===== config.mk =====
export PLATFORM = sky130hd
export DESIGN_NAME = fsg_gate
export DESIGN_NICKNAME = d
export VERILOG_FILES = /design/src/rtl/fsg_pkg.sv /design/src/rtl/fsg_gate.sv
export SDC_FILE = /design/constraint.sdc
export NUM_CORES = 1
export LEC_CHECK = 0
export BUFFER_PORTS_ARGS = -buffer_cell sky130_fd_sc_hd__buf_2
export CORE_MARGIN = 4
export CORE_UTILIZATION = 36
export CTS_CLUSTER_DIAMETER = 40
export DETAILED_ROUTE_END_ITERATION = 16
export GPL_TIMING_DRIVEN = 0
export HOLD_SLACK_MARGIN = 0.06
export PLACE_DENSITY_LB_ADDON = 0.15
export SETUP_SLACK_MARGIN = 0.02
export SYNTH_ARGS = -nofsm -noshare
export SYNTH_HDL_FRONTEND = slang
export SYNTH_SLANG_ARGS = --single-unit

===== constraint.sdc =====
create_clock -name clk -period 2.8 [get_ports clk]
set_input_delay 0.28 -clock clk [delete_from_list [all_inputs] [get_ports clk]]
set_output_delay 0.28 -clock clk [all_outputs]
set_load 0.1 [all_outputs]

===== src/rtl/fsg_pkg.sv =====
// shared constants for the flash security gate
package fsg_pkg;

  // flash word addresses fetched after reset
  localparam logic [31:0] SEC_CODE_ADDR  = 32'h0010_0000; // protection code word
  localparam logic [31:0] TRIM_WORD_ADDR = 32'h0010_1004; // trim source word
  localparam logic [15:0] PROT_CODE      = 16'h0001;      // value that locks flash
  localparam logic [31:0] ERASED_WORD    = 32'hffff_ffff; // blank flash content
  localparam logic [31:0] INVALID_WORD   = 32'h0000_0000; // answer for locked reads
  localparam int          TRIM_W         = 10;            // trim mirror width

  // boot mode pin codes
  localparam logic [1:0] MODE_USER   = 2'h0; // normal user boot
  localparam logic [1:0] MODE_SERIAL = 2'h1; // serial programming boot

  // access sources
  localparam logic [1:0] SRC_CPU = 2'h0; // internal program
  localparam logic [1:0] SRC_EXT = 2'h1; // serial programming pins
  localparam logic [1:0] SRC_DBG = 2'h2; // debug test port

  // flash commands
  localparam logic [1:0] CMD_READ  = 2'h0; // word read
  localparam logic [1:0] CMD_WRITE = 2'h1; // word program
  localparam logic [1:0] CMD_ERASE = 2'h2; // chip erase
  localparam logic [1:0] CMD_OTHER = 2'h3; // any other command

  // register offsets (byte addresses)
  localparam logic [7:0] REG_TRIM   = 8'h00; // trim mirror, read only
  localparam logic [7:0] REG_STATUS = 8'h04; // gate status, read only
  localparam logic [7:0] REG_OSC    = 8'h08; // source oscillator select

  // status field positions
  localparam int ST_PROT  = 0; // protected flag
  localparam int ST_MODE  = 1; // boot mode, two bits
  localparam int ST_BOOT  = 3; // boot fetch finished
  localparam int ST_ERASE = 4; // chip erase done since reset

  // oscillator select codes and their link rates
  localparam logic [2:0]  OSC_4M   = 3'h0;
  localparam logic [2:0]  OSC_8M   = 3'h1;
  localparam logic [2:0]  OSC_16M  = 3'h2;
  localparam logic [2:0]  OSC_24M  = 3'h3;
  localparam logic [2:0]  OSC_48M  = 3'h4;
  localparam logic [16:0] BAUD_4M  = 17'h0_2580; // 9600 bps
  localparam logic [16:0] BAUD_8M  = 17'h0_4b00; // 19200 bps
  localparam logic [16:0] BAUD_16M = 17'h0_9600; // 38400 bps
  localparam logic [16:0] BAUD_24M = 17'h0_e100; // 57600 bps
  localparam logic [16:0] BAUD_48M = 17'h1_c200; // 115200 bps

  // link rate for an oscillator code; unknown codes give zero (link off)
  function automatic logic [16:0] fsg_baud(input logic [2:0] osc);
    logic [16:0] b;
    b = 17'h0_0000;
    case (osc)
      OSC_4M:  b = BAUD_4M;
      OSC_8M:  b = BAUD_8M;
      OSC_16M: b = BAUD_16M;
      OSC_24M: b = BAUD_24M;
      OSC_48M: b = BAUD_48M;
      default: b = 17'h0_0000;
    endcase
    return b;
  endfunction

endpackage


===== src/rtl/fsg_gate.sv =====
// Behaviour
// - load low ten bits of trim word
// - trim mirror readable in both boot modes
// - erased flash clears trim mirror on reset
// - code 0x0001 at security word means protected
// - protection code acts only after reset
// - chip erase then reset lifts protection
// - when protected, external commands except erase refused; reads invalid in serial boot, refused in user boot
// - user boot: internal program fully unrestricted
// - debug port blocked, cannot erase, when protected
// - link baud rate follows oscillator frequency
//
// The implementer's own choices: the plain strobed port and the register offsets.
`timescale 1ns/1ps
module fsg_gate #(
  parameter int REG_AW = 8 // register address width
) (
  input  wire logic              clk,
  input  wire logic              srst,
  // boot mode pins, asynchronous
  input  wire logic [1:0]        boot_mode_pins,
  // register port
  input  wire logic [REG_AW-1:0] reg_addr,
  input  wire logic [31:0]       reg_wdata,
  input  wire logic              reg_wr,
  input  wire logic              reg_rd,
  output logic      [31:0]       reg_rdata,
  // access requests from cpu, serial path and debug port
  input  wire logic              acc_valid,
  input  wire logic [1:0]        acc_src,
  input  wire logic [1:0]        acc_cmd,
  input  wire logic [31:0]       acc_addr,
  input  wire logic [31:0]       acc_wdata,
  output logic                   acc_done,
  output logic                   acc_refused,
  output logic      [31:0]       acc_rdata,
  output logic                   acc_busy,
  // flash command port
  output logic                   fl_req,
  output logic      [1:0]        fl_cmd,
  output logic      [31:0]       fl_addr,
  output logic      [31:0]       fl_wdata,
  input  wire logic              fl_done,
  input  wire logic [31:0]       fl_rdata,
  // status to the rest of the chip
  output logic                   flash_locked,
  output logic                   boot_done,
  output logic      [1:0]        boot_mode,
  output logic      [16:0]       link_baud
);

  // register decode slices reg_addr[7:0], so the bus must be at least 8 bits wide
  if (REG_AW < 8) begin : g_chk
    $error("fsg_gate: REG_AW must be at least 8");
  end

  // sequencer states
  typedef enum logic [2:0] {
    S_SEC_REQ,
    S_SEC_WAIT,
    S_TRIM_REQ,
    S_TRIM_WAIT,
    S_IDLE,
    S_ACC_WAIT
  } fsg_state_e;

  // all state of the gate
  typedef struct packed {
    logic [1:0]  mode_meta;  // first sync stage
    logic [1:0]  mode_sync;  // second sync stage
    logic [1:0]  boot_mode;  // mode caught as reset ends
    fsg_state_e  st;         // sequencer
    logic        prot;       // protected flag
    logic        erased;     // chip erase done since reset
    logic        boot_done;  // fetch sequence finished
    logic [9:0]  trim;       // trim mirror
    logic [2:0]  osc_sel;    // oscillator select
    logic [16:0] baud;       // link rate
    logic [31:0] rdata;      // register read data
    logic        fl_req;     // flash request pulse
    logic [1:0]  fl_cmd;     // flash command
    logic [31:0] fl_addr;    // flash address
    logic [31:0] fl_wdata;   // flash write data
    logic [1:0]  cur_cmd;    // command in flight
    logic        acc_done;   // access answer pulse
    logic        acc_ref;    // refusal pulse
    logic [31:0] acc_rdata;  // access read data
    logic        busy;       // access in flight
  } fsg_state_s;

  fsg_state_s r_reg;  // registered state
  fsg_state_s r_next; // next state

  // may this source run this command under the current lock
  function automatic logic fsg_allowed(input logic [1:0] src,
                                       input logic [1:0] cmd,
                                       input logic       prot);
    logic ok;
    ok = 1'b1;
    if (prot) begin
      // internal program keeps full access in every mode
      if (src == fsg_pkg::SRC_CPU) begin
        ok = 1'b1;
      // serial path keeps chip erase so a locked part can be recovered
      end else if (src == fsg_pkg::SRC_EXT) begin
        ok = (cmd == fsg_pkg::CMD_ERASE);
      // debug port loses everything, erase included
      end else begin
        ok = 1'b0;
      end
    end
    return ok;
  endfunction

  // next-state logic
  always_comb begin
    r_next = r_reg;
    // pulses last one cycle
    r_next.fl_req   = 1'b0;
    r_next.acc_done = 1'b0;
    r_next.acc_ref  = 1'b0;
    // pins pass two flops before use
    r_next.mode_meta = boot_mode_pins;
    r_next.mode_sync = r_reg.mode_meta;

    unique case (r_reg.st)
      // fetch security word; mode pins caught at the same moment
      S_SEC_REQ: begin
        r_next.boot_mode = r_reg.mode_sync;
        r_next.fl_req    = 1'b1;
        r_next.fl_cmd    = fsg_pkg::CMD_READ;
        r_next.fl_addr   = fsg_pkg::SEC_CODE_ADDR;
        r_next.st        = S_SEC_WAIT;
      end
      // lock decided once here and never again until reset
      S_SEC_WAIT: begin
        if (fl_done) begin
          r_next.prot = (fl_rdata[15:0] == fsg_pkg::PROT_CODE);
          r_next.st   = S_TRIM_REQ;
        end
      end
      // fetch trim word
      S_TRIM_REQ: begin
        r_next.fl_req  = 1'b1;
        r_next.fl_cmd  = fsg_pkg::CMD_READ;
        r_next.fl_addr = fsg_pkg::TRIM_WORD_ADDR;
        r_next.st      = S_TRIM_WAIT;
      end
      // blank flash leaves the mirror cleared, old trim is gone
      S_TRIM_WAIT: begin
        if (fl_done) begin
          if (fl_rdata == fsg_pkg::ERASED_WORD) begin
            r_next.trim = '0;
          end else begin
            r_next.trim = fl_rdata[fsg_pkg::TRIM_W-1:0];
          end
          r_next.boot_done = 1'b1;
          r_next.st        = S_IDLE;
        end
      end
      // take one access at a time
      S_IDLE: begin
        if (acc_valid) begin
          // locked serial reads in serial boot answer with junk instead of refusing
          if (r_reg.prot && acc_src == fsg_pkg::SRC_EXT && acc_cmd == fsg_pkg::CMD_READ
              && r_reg.boot_mode == fsg_pkg::MODE_SERIAL) begin
            r_next.acc_done  = 1'b1;
            r_next.acc_rdata = fsg_pkg::INVALID_WORD;
          end else if (fsg_allowed(acc_src, acc_cmd, r_reg.prot)) begin
            r_next.fl_req   = 1'b1;
            r_next.fl_cmd   = acc_cmd;
            r_next.fl_addr  = acc_addr;
            r_next.fl_wdata = acc_wdata;
            r_next.cur_cmd  = acc_cmd;
            r_next.busy     = 1'b1;
            r_next.st       = S_ACC_WAIT;
          end else begin
            r_next.acc_ref = 1'b1;
          end
        end
      end
      // wait for the flash; erase does not unlock until the next reset
      S_ACC_WAIT: begin
        if (fl_done) begin
          r_next.acc_done  = 1'b1;
          r_next.acc_rdata = fl_rdata;
          r_next.busy      = 1'b0;
          r_next.st        = S_IDLE;
          if (r_reg.cur_cmd == fsg_pkg::CMD_ERASE) begin
            r_next.erased = 1'b1;
          end
        end
      end
      // codes 6 and 7 are unused; a flipped state bit restarts the fetch
      default: begin
        r_next.st = S_SEC_REQ;
      end
    endcase

    // register writes; only the oscillator select is writable
    if (reg_wr && reg_addr[7:0] == fsg_pkg::REG_OSC) begin
      r_next.osc_sel = reg_wdata[2:0];
      r_next.baud    = fsg_pkg::fsg_baud(reg_wdata[2:0]);
    end

    // register reads; unmapped offsets read zero
    if (reg_rd) begin
      r_next.rdata = '0;
      if (reg_addr[7:0] == fsg_pkg::REG_TRIM) begin
        r_next.rdata[fsg_pkg::TRIM_W-1:0] = r_reg.trim;
      end else if (reg_addr[7:0] == fsg_pkg::REG_STATUS) begin
        r_next.rdata[fsg_pkg::ST_PROT]       = r_reg.prot;
        r_next.rdata[fsg_pkg::ST_MODE +: 2]  = r_reg.boot_mode;
        r_next.rdata[fsg_pkg::ST_BOOT]       = r_reg.boot_done;
        r_next.rdata[fsg_pkg::ST_ERASE]      = r_reg.erased;
      end else if (reg_addr[7:0] == fsg_pkg::REG_OSC) begin
        r_next.rdata[2:0] = r_reg.osc_sel;
      end
    end
  end

  // state register; reset restarts the fetch sequence
  always_ff @(posedge clk) begin
    if (srst) begin
      r_reg           <= '0;
      r_reg.st        <= S_SEC_REQ;
      r_reg.osc_sel   <= fsg_pkg::OSC_4M;
      r_reg.baud      <= fsg_pkg::BAUD_4M;
      // synchroniser runs through reset so the mode pins are settled at release
      r_reg.mode_meta <= boot_mode_pins;
      r_reg.mode_sync <= r_reg.mode_meta;
    end else begin
      r_reg <= r_next;
    end
  end

  // outputs straight from the state flops
  assign reg_rdata    = r_reg.rdata;
  assign acc_done     = r_reg.acc_done;
  assign acc_refused  = r_reg.acc_ref;
  assign acc_rdata    = r_reg.acc_rdata;
  assign acc_busy     = r_reg.busy;
  assign fl_req       = r_reg.fl_req;
  assign fl_cmd       = r_reg.fl_cmd;
  assign fl_addr      = r_reg.fl_addr;
  assign fl_wdata     = r_reg.fl_wdata;
  assign flash_locked = r_reg.prot;
  assign boot_done    = r_reg.boot_done;
  assign boot_mode    = r_reg.boot_mode;
  assign link_baud    = r_reg.baud;
endmodule


* Yosys cells after proc, flatten, opt, wreduce, memory -nomap -nowiden
Cells that the tools add are included.
** Word-level totals
- Bits in registers :: 156
- Bits of input ports :: 148
- Logic and storage cells :: 101
** Cells by class
- Equality and inequality tests :: 24
- Muxes and demuxes :: 33
- Bitwise operators :: 3
- Reduce and logical (&&, ||, !) cells :: 21
** Operator list (number)
- 2-to-1 mux 69 bit :: 2
- one-hot mux 35 bit (3 select lines) :: 1
- 2-to-1 mux 104 bit :: 1
- one-hot mux 17 bit (5 select lines) :: 1
- one-hot mux 33 bit (2 select lines) :: 1
- 2-to-1 mux 33 bit :: 1
- equality test 32 bit (second input constant) :: 1
- 2-to-1 mux 32 bit :: 1
- 2-to-1 mux 3 bit :: 6
- equality test 16 x 1 -> 1 bit (second input constant) :: 1
- one-hot mux 3 bit (5 select lines) :: 1
- equality test 3 x 2 -> 1 bit (second input constant) :: 4
- 2-to-1 mux 1 bit :: 12
- != test 2 bit (second input constant) :: 6
- AND reduction 4 bit :: 3
- 2-to-1 mux 10 bit :: 1
- 2-to-1 mux 5 bit :: 2
- AND reduction 5 bit :: 2
- equality test 3 bit (second input constant) :: 3
- equality test 8 x 3 -> 1 bit (second input constant) :: 1
- equality test 8 x 4 -> 1 bit (second input constant) :: 1
- logical NOT 8 bit :: 1
- equality test 3 x 1 -> 1 bit (second input constant) :: 2
- logical NOT 3 bit :: 2
- other kinds (15) :: 24

* Longest topological paths before layout
Gate-level depths: netlist of the first run.
- Depth in word-level cells :: 11
- Gate-level depth with buffers :: 7
- Gate-level depth less buffers :: 4

* Worst setup path after synthesis of the first run
OpenSTA, ideal clock, no wires.
- Path type :: register to register
- Start :: reg r_reg, in the netlist flash_locked
- End :: reg r_reg, in the netlist acc_rdata[0]
- Setup time :: 0.117 ns
- Arrival :: 2.372 ns
- Required time :: 2.683 ns
- Path slack :: 0.311 ns
- Stages on the path, launching flop included :: 7
- Path buffers :: 2
- Clock period less this slack :: 2.489 ns
- Cells stage by stage :: dfxtp_1 -> clkbuf_1 -> nand4bb_1 -> o41ai_1 -> a21oi_1 -> clkbuf_1 -> a22o_1
** On the way
- Cells in the longest elaborated chain, start to end :: 5
** RTL lines
- start, declared :: RTL line fsg_gate.sv:91 : fsg_state_s r_reg;
- start signal, assigned :: RTL line fsg_gate.sv:233 : r_reg <= r_next;
- logical AND 1 bit (2 in series) :: RTL line fsg_gate.sv:165 : if (r_reg.prot && acc_src == fsg_pkg::SRC_EXT && acc_cmd == fsg_pkg::CMD_READ
- logical AND 1 bit :: RTL line fsg_gate.sv:166 : && r_reg.boot_mode == fsg_pkg::MODE_SERIAL) begin
- != test 2 bit (no line)
- AND reduction 4 bit (no line)
Every way passes these cells.
A chain may end at the register's enable or synchronous reset.

* Final worst setup path of the first run
- Start :: reg r_reg, in the netlist flash_locked
- End :: reg r_reg, in the netlist acc_rdata[17]
Same word-level chain as after synthesis.

==> flow_summary.ini, run 1 <==
[floorplanning]
die_x_um = 141
rows = 48
core_mm2 = 0.0173
die_area_mm2 = 0.0199
initial_core_util_pct = 36.8
die_h_um = 141
pin_count = 303

[power]
seqPwrFrac_pct = 41.9
p_leak_nw = 4.23
clock_power_share_pct = 46.8
power.total_mw = 5.13
p_int_mw = 3.79
vdd_drop_max_mv = 0.411
p_comb_share_pct = 11.3
powerDensity_mw_per_mm2 = 595
switching_share_pct = 26.2
power_switching_mw = 1.35

[clocking]
clkSlewWorstSetupHoldPaths_ns = 0.06
cts-buffers-inserted = 17
htree_levels = 4
cts_resized = 0
ctsHoldBuffers = 4
cts_sinks = 149
post-cts-setup-buffer-count = 0
cts-root-buf = clkbuf_16
clock_latency_ns = 0.41
clk_path_buf_depth = 2
cts_tree = yes

[cells_and_area]
nets = 1121
regArea_mm2 = 0.00298
drive_above_1_share_pct = 44.0
multi_input_area_mm2 = 0.00220
layout_common_cells = buf_2, buf_4, dfxtp_1
syn2layout_area_growth_pct = 35.6
nFillCells = 1751
mostFrequentLayoutCell = buf_2

[drt]
routed_via_density = 4.46
drt_first_pass_iters = 4
first_iter_violations = 181
wl_per_cell_um = 14.0
ant_nets = 0
drc_errors = 0
postRouteWirelength_um = 17000
vias = 5400

[synth]
yosysUniqueCellTypes = 54
syn_avg_cell_area_um2 = 9.34
synthFlopType = dfxtp_1
syn_area_mm2 = 0.00636
yosysWarnings = 0
ys_ff_latch = 149
ys_async_sr_fraction_pct = 0
synth-edff-count = 0
ys_seq_area_share_pct = 46.9
synth_cells = 681

[global_route]
use_met2_pct = 26.3
grt_pass1_vias = 5189
grt.busiest_layer = met2
grt-ovfl-total = 0
grt_start_max_net_pins = 17
grt_first_pass_wirelength_um = 26500
track_usage_pct = 16.4
antenna_found_initial = 1
use_met1_pct = 21.8
grt_util_met3_pct = 4.41

[critical_path]
crit_fanout = 10
cp-end-kind = flop
worstPathArrival_ns = 2.54
startpoint_type = flop
critPathRequiredTime_ns = 3.10
criticalPathCategory = reg2reg

[timing]
min_period_over_period_pct = 80.0
rsz0062_at_grt = false
worst_pin_slew_ns = 1.19
hold_viol = 0
setup_viol = 0
finalCriticalPeriod_ns = 2.24
finalWorstSetupSlack_ns = 0.561
tns_ns = 0
drv_slew = 0
slew_headroom_pct = 20.4
fmax_mhz = 447
fin_skew_ns = 0.00719

[status]
status = complete, no violations

[place]
hpwl_um = 13100
gp_congestion = 0.804
numPortBuffers = 241
pre_cts_slack_ns = 0.535

[flow_run]
maxCapViolations = 0

[hold_path]
hold_path_class = in2reg
## worst max-delay path, cell delays in order, from the launching register on
cell and delay [ns]:
dfxtp_1 0.32, clkbuf_1 0.34, nand4bb_1 0.18, o41ai_1 0.41, a21oi_1 0.29, clkbuf_1 0.30, a22o_1 0.29
## final cells by class
class	instances	area share [%]
Antenna cell	1	0.0290
Buffer	185	14.6
Clock buffer	20	5.41
Clock inverter	12	1.91
Inverter	5	0.217
Multi-Input combinational cell	370	25.5
Sequential cell	149	34.6
Tap cell	225	3.26
Timing Repair Buffer	245	14.4
## power groups by stage
stage	clock [mW]	sequential [mW]	combinational [mW]
2_1_floorplan	0	2.21	0.406
3_3_place_gp	0	2.20	0.575
3_5_place_dp	0	2.20	0.573
4_1_cts	2.47	2.15	0.579
5_1_grt	2.55	2.15	0.613
6_report	2.40	2.15	0.579
## worst paths after layout
kind	start	cells after the start	to	slack (ns)
setup / recovery	flash_locked	6	acc_rdata[17]	0.56
hold / removal	acc_addr[27]	2	fl_addr[27]	0.08
setup reg to reg	flash_locked	6	acc_rdata[17]	0.56
hold reg to reg	r_next[175]	0	r_reg[175]	0.33
## Yosys cell counts (3+ instances only)
library cell | count | area, um2
nand2_1 | 77 | 289
nand2b_1 | 9 | 56.3
o2bb2ai_1 | 3 | 26.3
nor3b_1 | 3 | 22.5
nand4_1 | 9 | 56.3
a22o_1 | 68 | 596
nor2_1 | 26 | 97.6
nor3_1 | 6 | 30.0
mux2i_1 | 10 | 100
nand3_1 | 10 | 50.1
nor4_1 | 7 | 43.8
dfxtp_1 | 149 | 2980
clkbuf_1 | 26 | 97.6
a21oi_1 | 59 | 295
buf_1 | 7 | 26.3
a32oi_1 | 4 | 35.0
inv_1 | 5 | 18.8
buf_4 | 149 | 1120
nor2b_1 | 9 | 56.3
## through the flow
stage / instance area (um2) / util, % / hold WS [ns] / instances
floorplan: 6470 / - / 0.308 / 709
global placement: 7960 / 46.0 / 0.312 / 1175
detailed placement: 7960 / 46.0 / 0.312 / 1175
CTS: 8630 / 49.9 / 0.0621 / 1211
global route: 8630 / 49.9 / 0.0679 / 1212
finish: 8630 / 49.9 / 0.0824 / 1212
## per-layer routing
metal	vias to the layer above	part of all wire [%]
met3	16	6.2
li1	2783	-
met5	-	0
met2	172	46
met1	2429	46
met4	0	1.4
## kinds of logic (layout without fill, tap and decap cells)
logic type,count (synthesis),after routing,synth area share [%]
DFF,149,149,46.9
muxes,12,12,1.93
xor gates and xnor gates,2,2,0.275
buffers and inverters,190,467,20.2
and+or+nand+nor,171,171,12.9
other,1,30,0.0589
AOI/OAI and AO/OA,156,156,17.8
Note: power is estimated with default switching activity, not from simulation.
==> inputs of run 2 (changes only) <==
==> constraint.sdc (replaced) <==
create_clock -name clk -period 1.8 [get_ports clk]
set_input_delay 0.18 -clock clk [delete_from_list [all_inputs] [get_ports clk]]
set_output_delay 0.18 -clock clk [all_outputs]
set_load 0.1 [all_outputs]
==> flow_summary.ini, run 2 (synthesized netlist as in run 1, its figures left out) <==
[power]
power.total_mw = 8.07
vdd_drop_max_mv = 0.642
p_leak_nw = 4.79
powerDensity_mw_per_mm2 = 823

[critical_path]
r2r-end = acc_rdata[19]
cp-end-kind = flop
max_stage_delay_ns = 0.41
crit_chain = or3b_4 > o41ai_4 > a21oi_4 > buf_4 > a22o_1
startpoint_type = flop
startpoint = boot_mode[0]
worstRegToRegCells = 5
crit_fanout = 10
crit_end = acc_rdata[19]
worstReg2RegStart = boot_mode[0]
criticalPathCategory = reg2reg
r2r_slack_ns = 0.08
critPathRequiredTime_ns = 2.10
slowest_stage = or3b_4
worstPathArrival_ns = 2.02

[timing]
slew_headroom_pct = 41.9
drv_slew = 0
fin_skew_ns = 0.00806
finalCriticalPeriod_ns = 1.72
timing.hold.ws_ns = 0.0900
worst_pin_slew_ns = 0.863
rsz0062_at_grt = true
finalWorstSetupSlack_ns = 0.0778
fmax_mhz = 581
tns_ns = 0
hold_viol = 0
setup_viol = 0
min_period_over_period_pct = 95.7

[status]
status = complete, no violations

[drt]
wl_per_cell_um = 14.2
routed_via_density = 4.48
postRouteWirelength_um = 18700
drc_errors = 0
first_iter_violations = 163
vias = 5889
ant_nets = 0
drt_first_pass_iters = 6

[floorplanning]
die_x_um = 141
die_area_mm2 = 0.0199
rows = 48
initial_core_util_pct = 36.8
pin_count = 303
die_h_um = 141
core_mm2 = 0.0173

[clocking]
htree_levels = 4
clock_latency_ns = 0.41
clkSlewWorstSetupHoldPaths_ns = 0.06
cts-buffers-inserted = 17
cts_tree = yes
cts_sinks = 149
cts-root-buf = clkbuf_16
clk_path_buf_depth = 2

[place]
gp_congestion = 0.798
hpwl_um = 13200
pre_cts_slack_ns = -0.477
numPortBuffers = 241

[global_route]
grt_first_pass_wirelength_um = 29500
grt_start_max_net_pins = 17
antenna_found_initial = 2
grt-ovfl-total = 0
track_usage_pct = 18.3
grt_pass1_vias = 5896

[cells_and_area]
nets = 1223
syn2layout_area_growth_pct = 54.1
layout_common_cells = buf_2, buf_4, dfxtp_1
fin_util_pct = 56.7
mostFrequentLayoutCell = buf_2
drive_above_1_share_pct = 43.8

[flow_run]
maxCapViolations = 0

[hold_path]
hold_path_class = in2reg
-- run 2: layout make-up --
class / instances / area, um2
Clock buffer: 22 / 474
Timing Repair Buffer: 348 / 2260
Sequential cell: 149 / 2990
Inverter: 5 / 18.8
Clock inverter: 9 / 125
Antenna cell: 2 / 5.00
Tap cell: 225 / 282
Multi-Input combinational cell: 370 / 2330
Buffer: 184 / 1330
Fill cell: 1559 / 7490
-- run 2: where the power goes --
part	switching, mW	internal (mW)	total (mW)
logic	0.710	0.400	1.11
clock network	1.33	2.28	3.61
registers	0.0195	3.33	3.35
total	2.06	6.01	8.07
-- run 2: through the flow --
step,cell area (um2),std cells
2_1_floorplan,6540,709
5_1_grt,9810,1314
3_5_place_dp,8020,1175
6_report,9810,1314
4_1_cts,9700,1305
3_3_place_gp,8020,1175
-- run 2: timing repair --
item,in CTS,in global routing
cloned,1,0
hold endpoints to repair,108,0
resized for setup,28,23
endpoints found under the setup margin,103,101
pin swaps,3,3
buffers inserted,0,7
hold buffers,99,0
-- run 2: worst min path at each step --
stage / from / endpoint / slack, ns / cells past startpoint
after CTS: acc_cmd[0] / r_reg[35] / 0.07 / 3
after detailed placement: boot_mode_pins[1] / r_next[175] / 0.29 / 1
after global placement: boot_mode_pins[1] / r_next[175] / 0.31 / 1
after global routing: acc_cmd[1] / r_reg[36] / 0.1 / 3
after floorplan: boot_mode_pins[0] / r_next[174] / 0.21 / 0
final: acc_cmd[0] / r_reg[35] / 0.09 / 3
-- run 2: critical path: cells and delay by family (launching register included) --
kind                   cells  cell delay, ns
flip-flops                 1            0.35
AND/OR/NAND/NOR            1            0.41
AO/OA/AOI/OAI              3            0.66
buffers and inverters      1            0.19
-- run 2: per-layer routing --
metal | up-vias | track usage (%) | share of wire [%]
met5 | - | 0 | 0
met1 | 2664 | 23.8 | 46
li1 | 2990 | - | -
met2 | 199 | 28.8 | 46
met4 | 0 | 7.39 | 2.6
met3 | 36 | 5.12 | 5.6
==> inputs of run 3 (changes only) <==
--- a/config.mk
+++ b/config.mk
@@ -6,6 +6,7 @@
 export NUM_CORES = 1
 export LEC_CHECK = 0
 export BUFFER_PORTS_ARGS = -buffer_cell sky130_fd_sc_hd__buf_2
+export CORE_ASPECT_RATIO = 1.2
 export CORE_MARGIN = 4
 export CORE_UTILIZATION = 36
 export CTS_CLUSTER_DIAMETER = 40
==> flow_summary.ini, run 3 (synthesized netlist as in run 1, its figures left out) <==
[drt]
first_iter_violations = 181
vias = 5863
drc_errors = 0
routed_via_density = 4.47
wl_per_cell_um = 14.1
drt_first_pass_iters = 4
postRouteWirelength_um = 18500
ant_nets = 0

[timing]
finalWorstSetupSlack_ns = 0.0688
drv_slew = 0
rsz0062_at_grt = false
timing.hold.ws_ns = 0.0858
fin_skew_ns = 0.00932
slew_headroom_pct = 42.2
setup_viol = 0
tns_ns = 0
finalCriticalPeriod_ns = 1.73
fmax_mhz = 578
hold_viol = 0
min_period_over_period_pct = 96.2
worst_pin_slew_ns = 0.859

[clocking]
cts-root-buf = clkbuf_16
clock_latency_ns = 0.42
cts_tree = yes
htree_levels = 4
cts-buffers-inserted = 17
clk_path_buf_depth = 2
cts_sinks = 149
clkSlewWorstSetupHoldPaths_ns = 0.06

[floorplanning]
pin_count = 303
die_h_um = 154
initial_core_util_pct = 36.5
core_mm2 = 0.0174
die_x_um = 129
die_area_mm2 = 0.0199
rows = 53

[critical_path]
crit_end = fl_addr[14]
r2r_slack_ns = 0.07
startpoint_type = flop
crit_chain = a21bo_2 > a311o_1 > a22o_4 > clkbuf_8 > a22o_1
crit_fanout = 10
worstReg2RegStart = flash_locked
cp_top_family = compound AO/OA/AOI/OAI gates
cp-end-kind = flop
max_stage_delay_ns = 0.38
worstPathArrival_ns = 2.03
crit_buf_inv = 1
critPathRequiredTime_ns = 2.10
worstRegToRegCells = 5
criticalPathCategory = reg2reg
slowest_stage = dfxtp_4
startpoint = flash_locked
critical_path_depth = 5
r2r-end = fl_addr[14]

[place]
hpwl_um = 13000
place_area_mm2 = 0.00802
numPortBuffers = 241
gp_congestion = 0.781
pre_cts_slack_ns = -0.463

[cells_and_area]
mostFrequentLayoutCell = buf_2
design_area_mm2 = 0.00978
syn2layout_area_growth_pct = 53.7
regArea_mm2 = 0.00299
multi_input_area_mm2 = 0.00233
layout_common_cells = buf_2, buf_4, dfxtp_1
nets = 1223
nFillCells = 1616
drive_above_1_share_pct = 43.8

[status]
status = complete, no violations

[power]
powerDensity_mw_per_mm2 = 806
vdd_drop_max_mv = 0.604
p_leak_nw = 4.76

[global_route]
grt_start_max_net_pins = 17
grt-ovfl-total = 0
grt_first_pass_wirelength_um = 29000
track_usage_pct = 18.1
antenna_found_initial = 2
grt_pass1_vias = 5784

[flow_run]
maxCapViolations = 0

[hold_path]
hold_path_class = in2reg
## run 3: per-stage QoR
| step | cells | utilization (%) | power [mW] |
|---|---|---|---|
| 2_1_floorplan | 709 | - | 4.08 |
| 6_report | 1311 | 56.1 | 7.88 |
| 3_5_place_dp | 1170 | 46.0 | 4.32 |
| 3_3_place_gp | 1170 | 46.0 | 4.32 |
| 4_1_cts | 1302 | 55.4 | 7.94 |
| 5_1_grt | 1310 | 56.1 | 8.17 |
## run 3: how the worst min path moves through the flow
stage                      startpoint  cells past startpoint  slack, ns     endpoint
floorplan           boot_mode_pins[0]                      0       0.21  r_next[174]
global placement    boot_mode_pins[0]                      1       0.31  r_next[174]
detailed placement  boot_mode_pins[1]                      1       0.30  r_next[175]
CTS                        acc_cmd[0]                      3       0.07    fl_cmd[0]
global route               acc_cmd[0]                      3       0.08    fl_cmd[0]
finish                     acc_cmd[0]                      3       0.09    fl_cmd[0]
## run 3: routing by layer
metal  part of all wire [%]  global-route usage (%)  wire length (um)
met1                     42                    22.6              7810
met2                     48                    30.3              8920
met3                    6.8                    3.65              1250
met4                    2.8                    7.70               525
met5                      0                       0                 0
## run 3: final cells by class
class	instances	area share, %
buffer	184	13.5
multi-input combinational	370	23.8
clock buffer	19	4.53
antenna	3	0.0768
sequential	149	30.6
timing repair buffer	348	23.2
inverter	5	0.192
tap	220	2.82
clock inverter	13	1.25
## run 3: tightest hold or removal path, stage by stage
cell and delay, ns:
buf_2 0.12, nand2_1 0.09, a21oi_1 0.06
## run 3: what timing repair did
action,CTS,global route
hold buffers,99,0
cloned,1,0
gates resized for setup,29,18
hold endpoints to repair,109,0
endpoints found under the setup margin,109,103
buffers inserted,1,6
pin swaps,3,2
## run 3: power by group
part | leakage (nW) | switching, mW | total [mW] | internal (mW)
clock network | 0.267 | 1.46 | 3.42 | 1.96
logic | 3.28 | 0.708 | 1.11 | 0.403
registers | 1.20 | 0.0193 | 3.35 | 3.33
total | 4.76 | 2.19 | 7.88 | 5.69
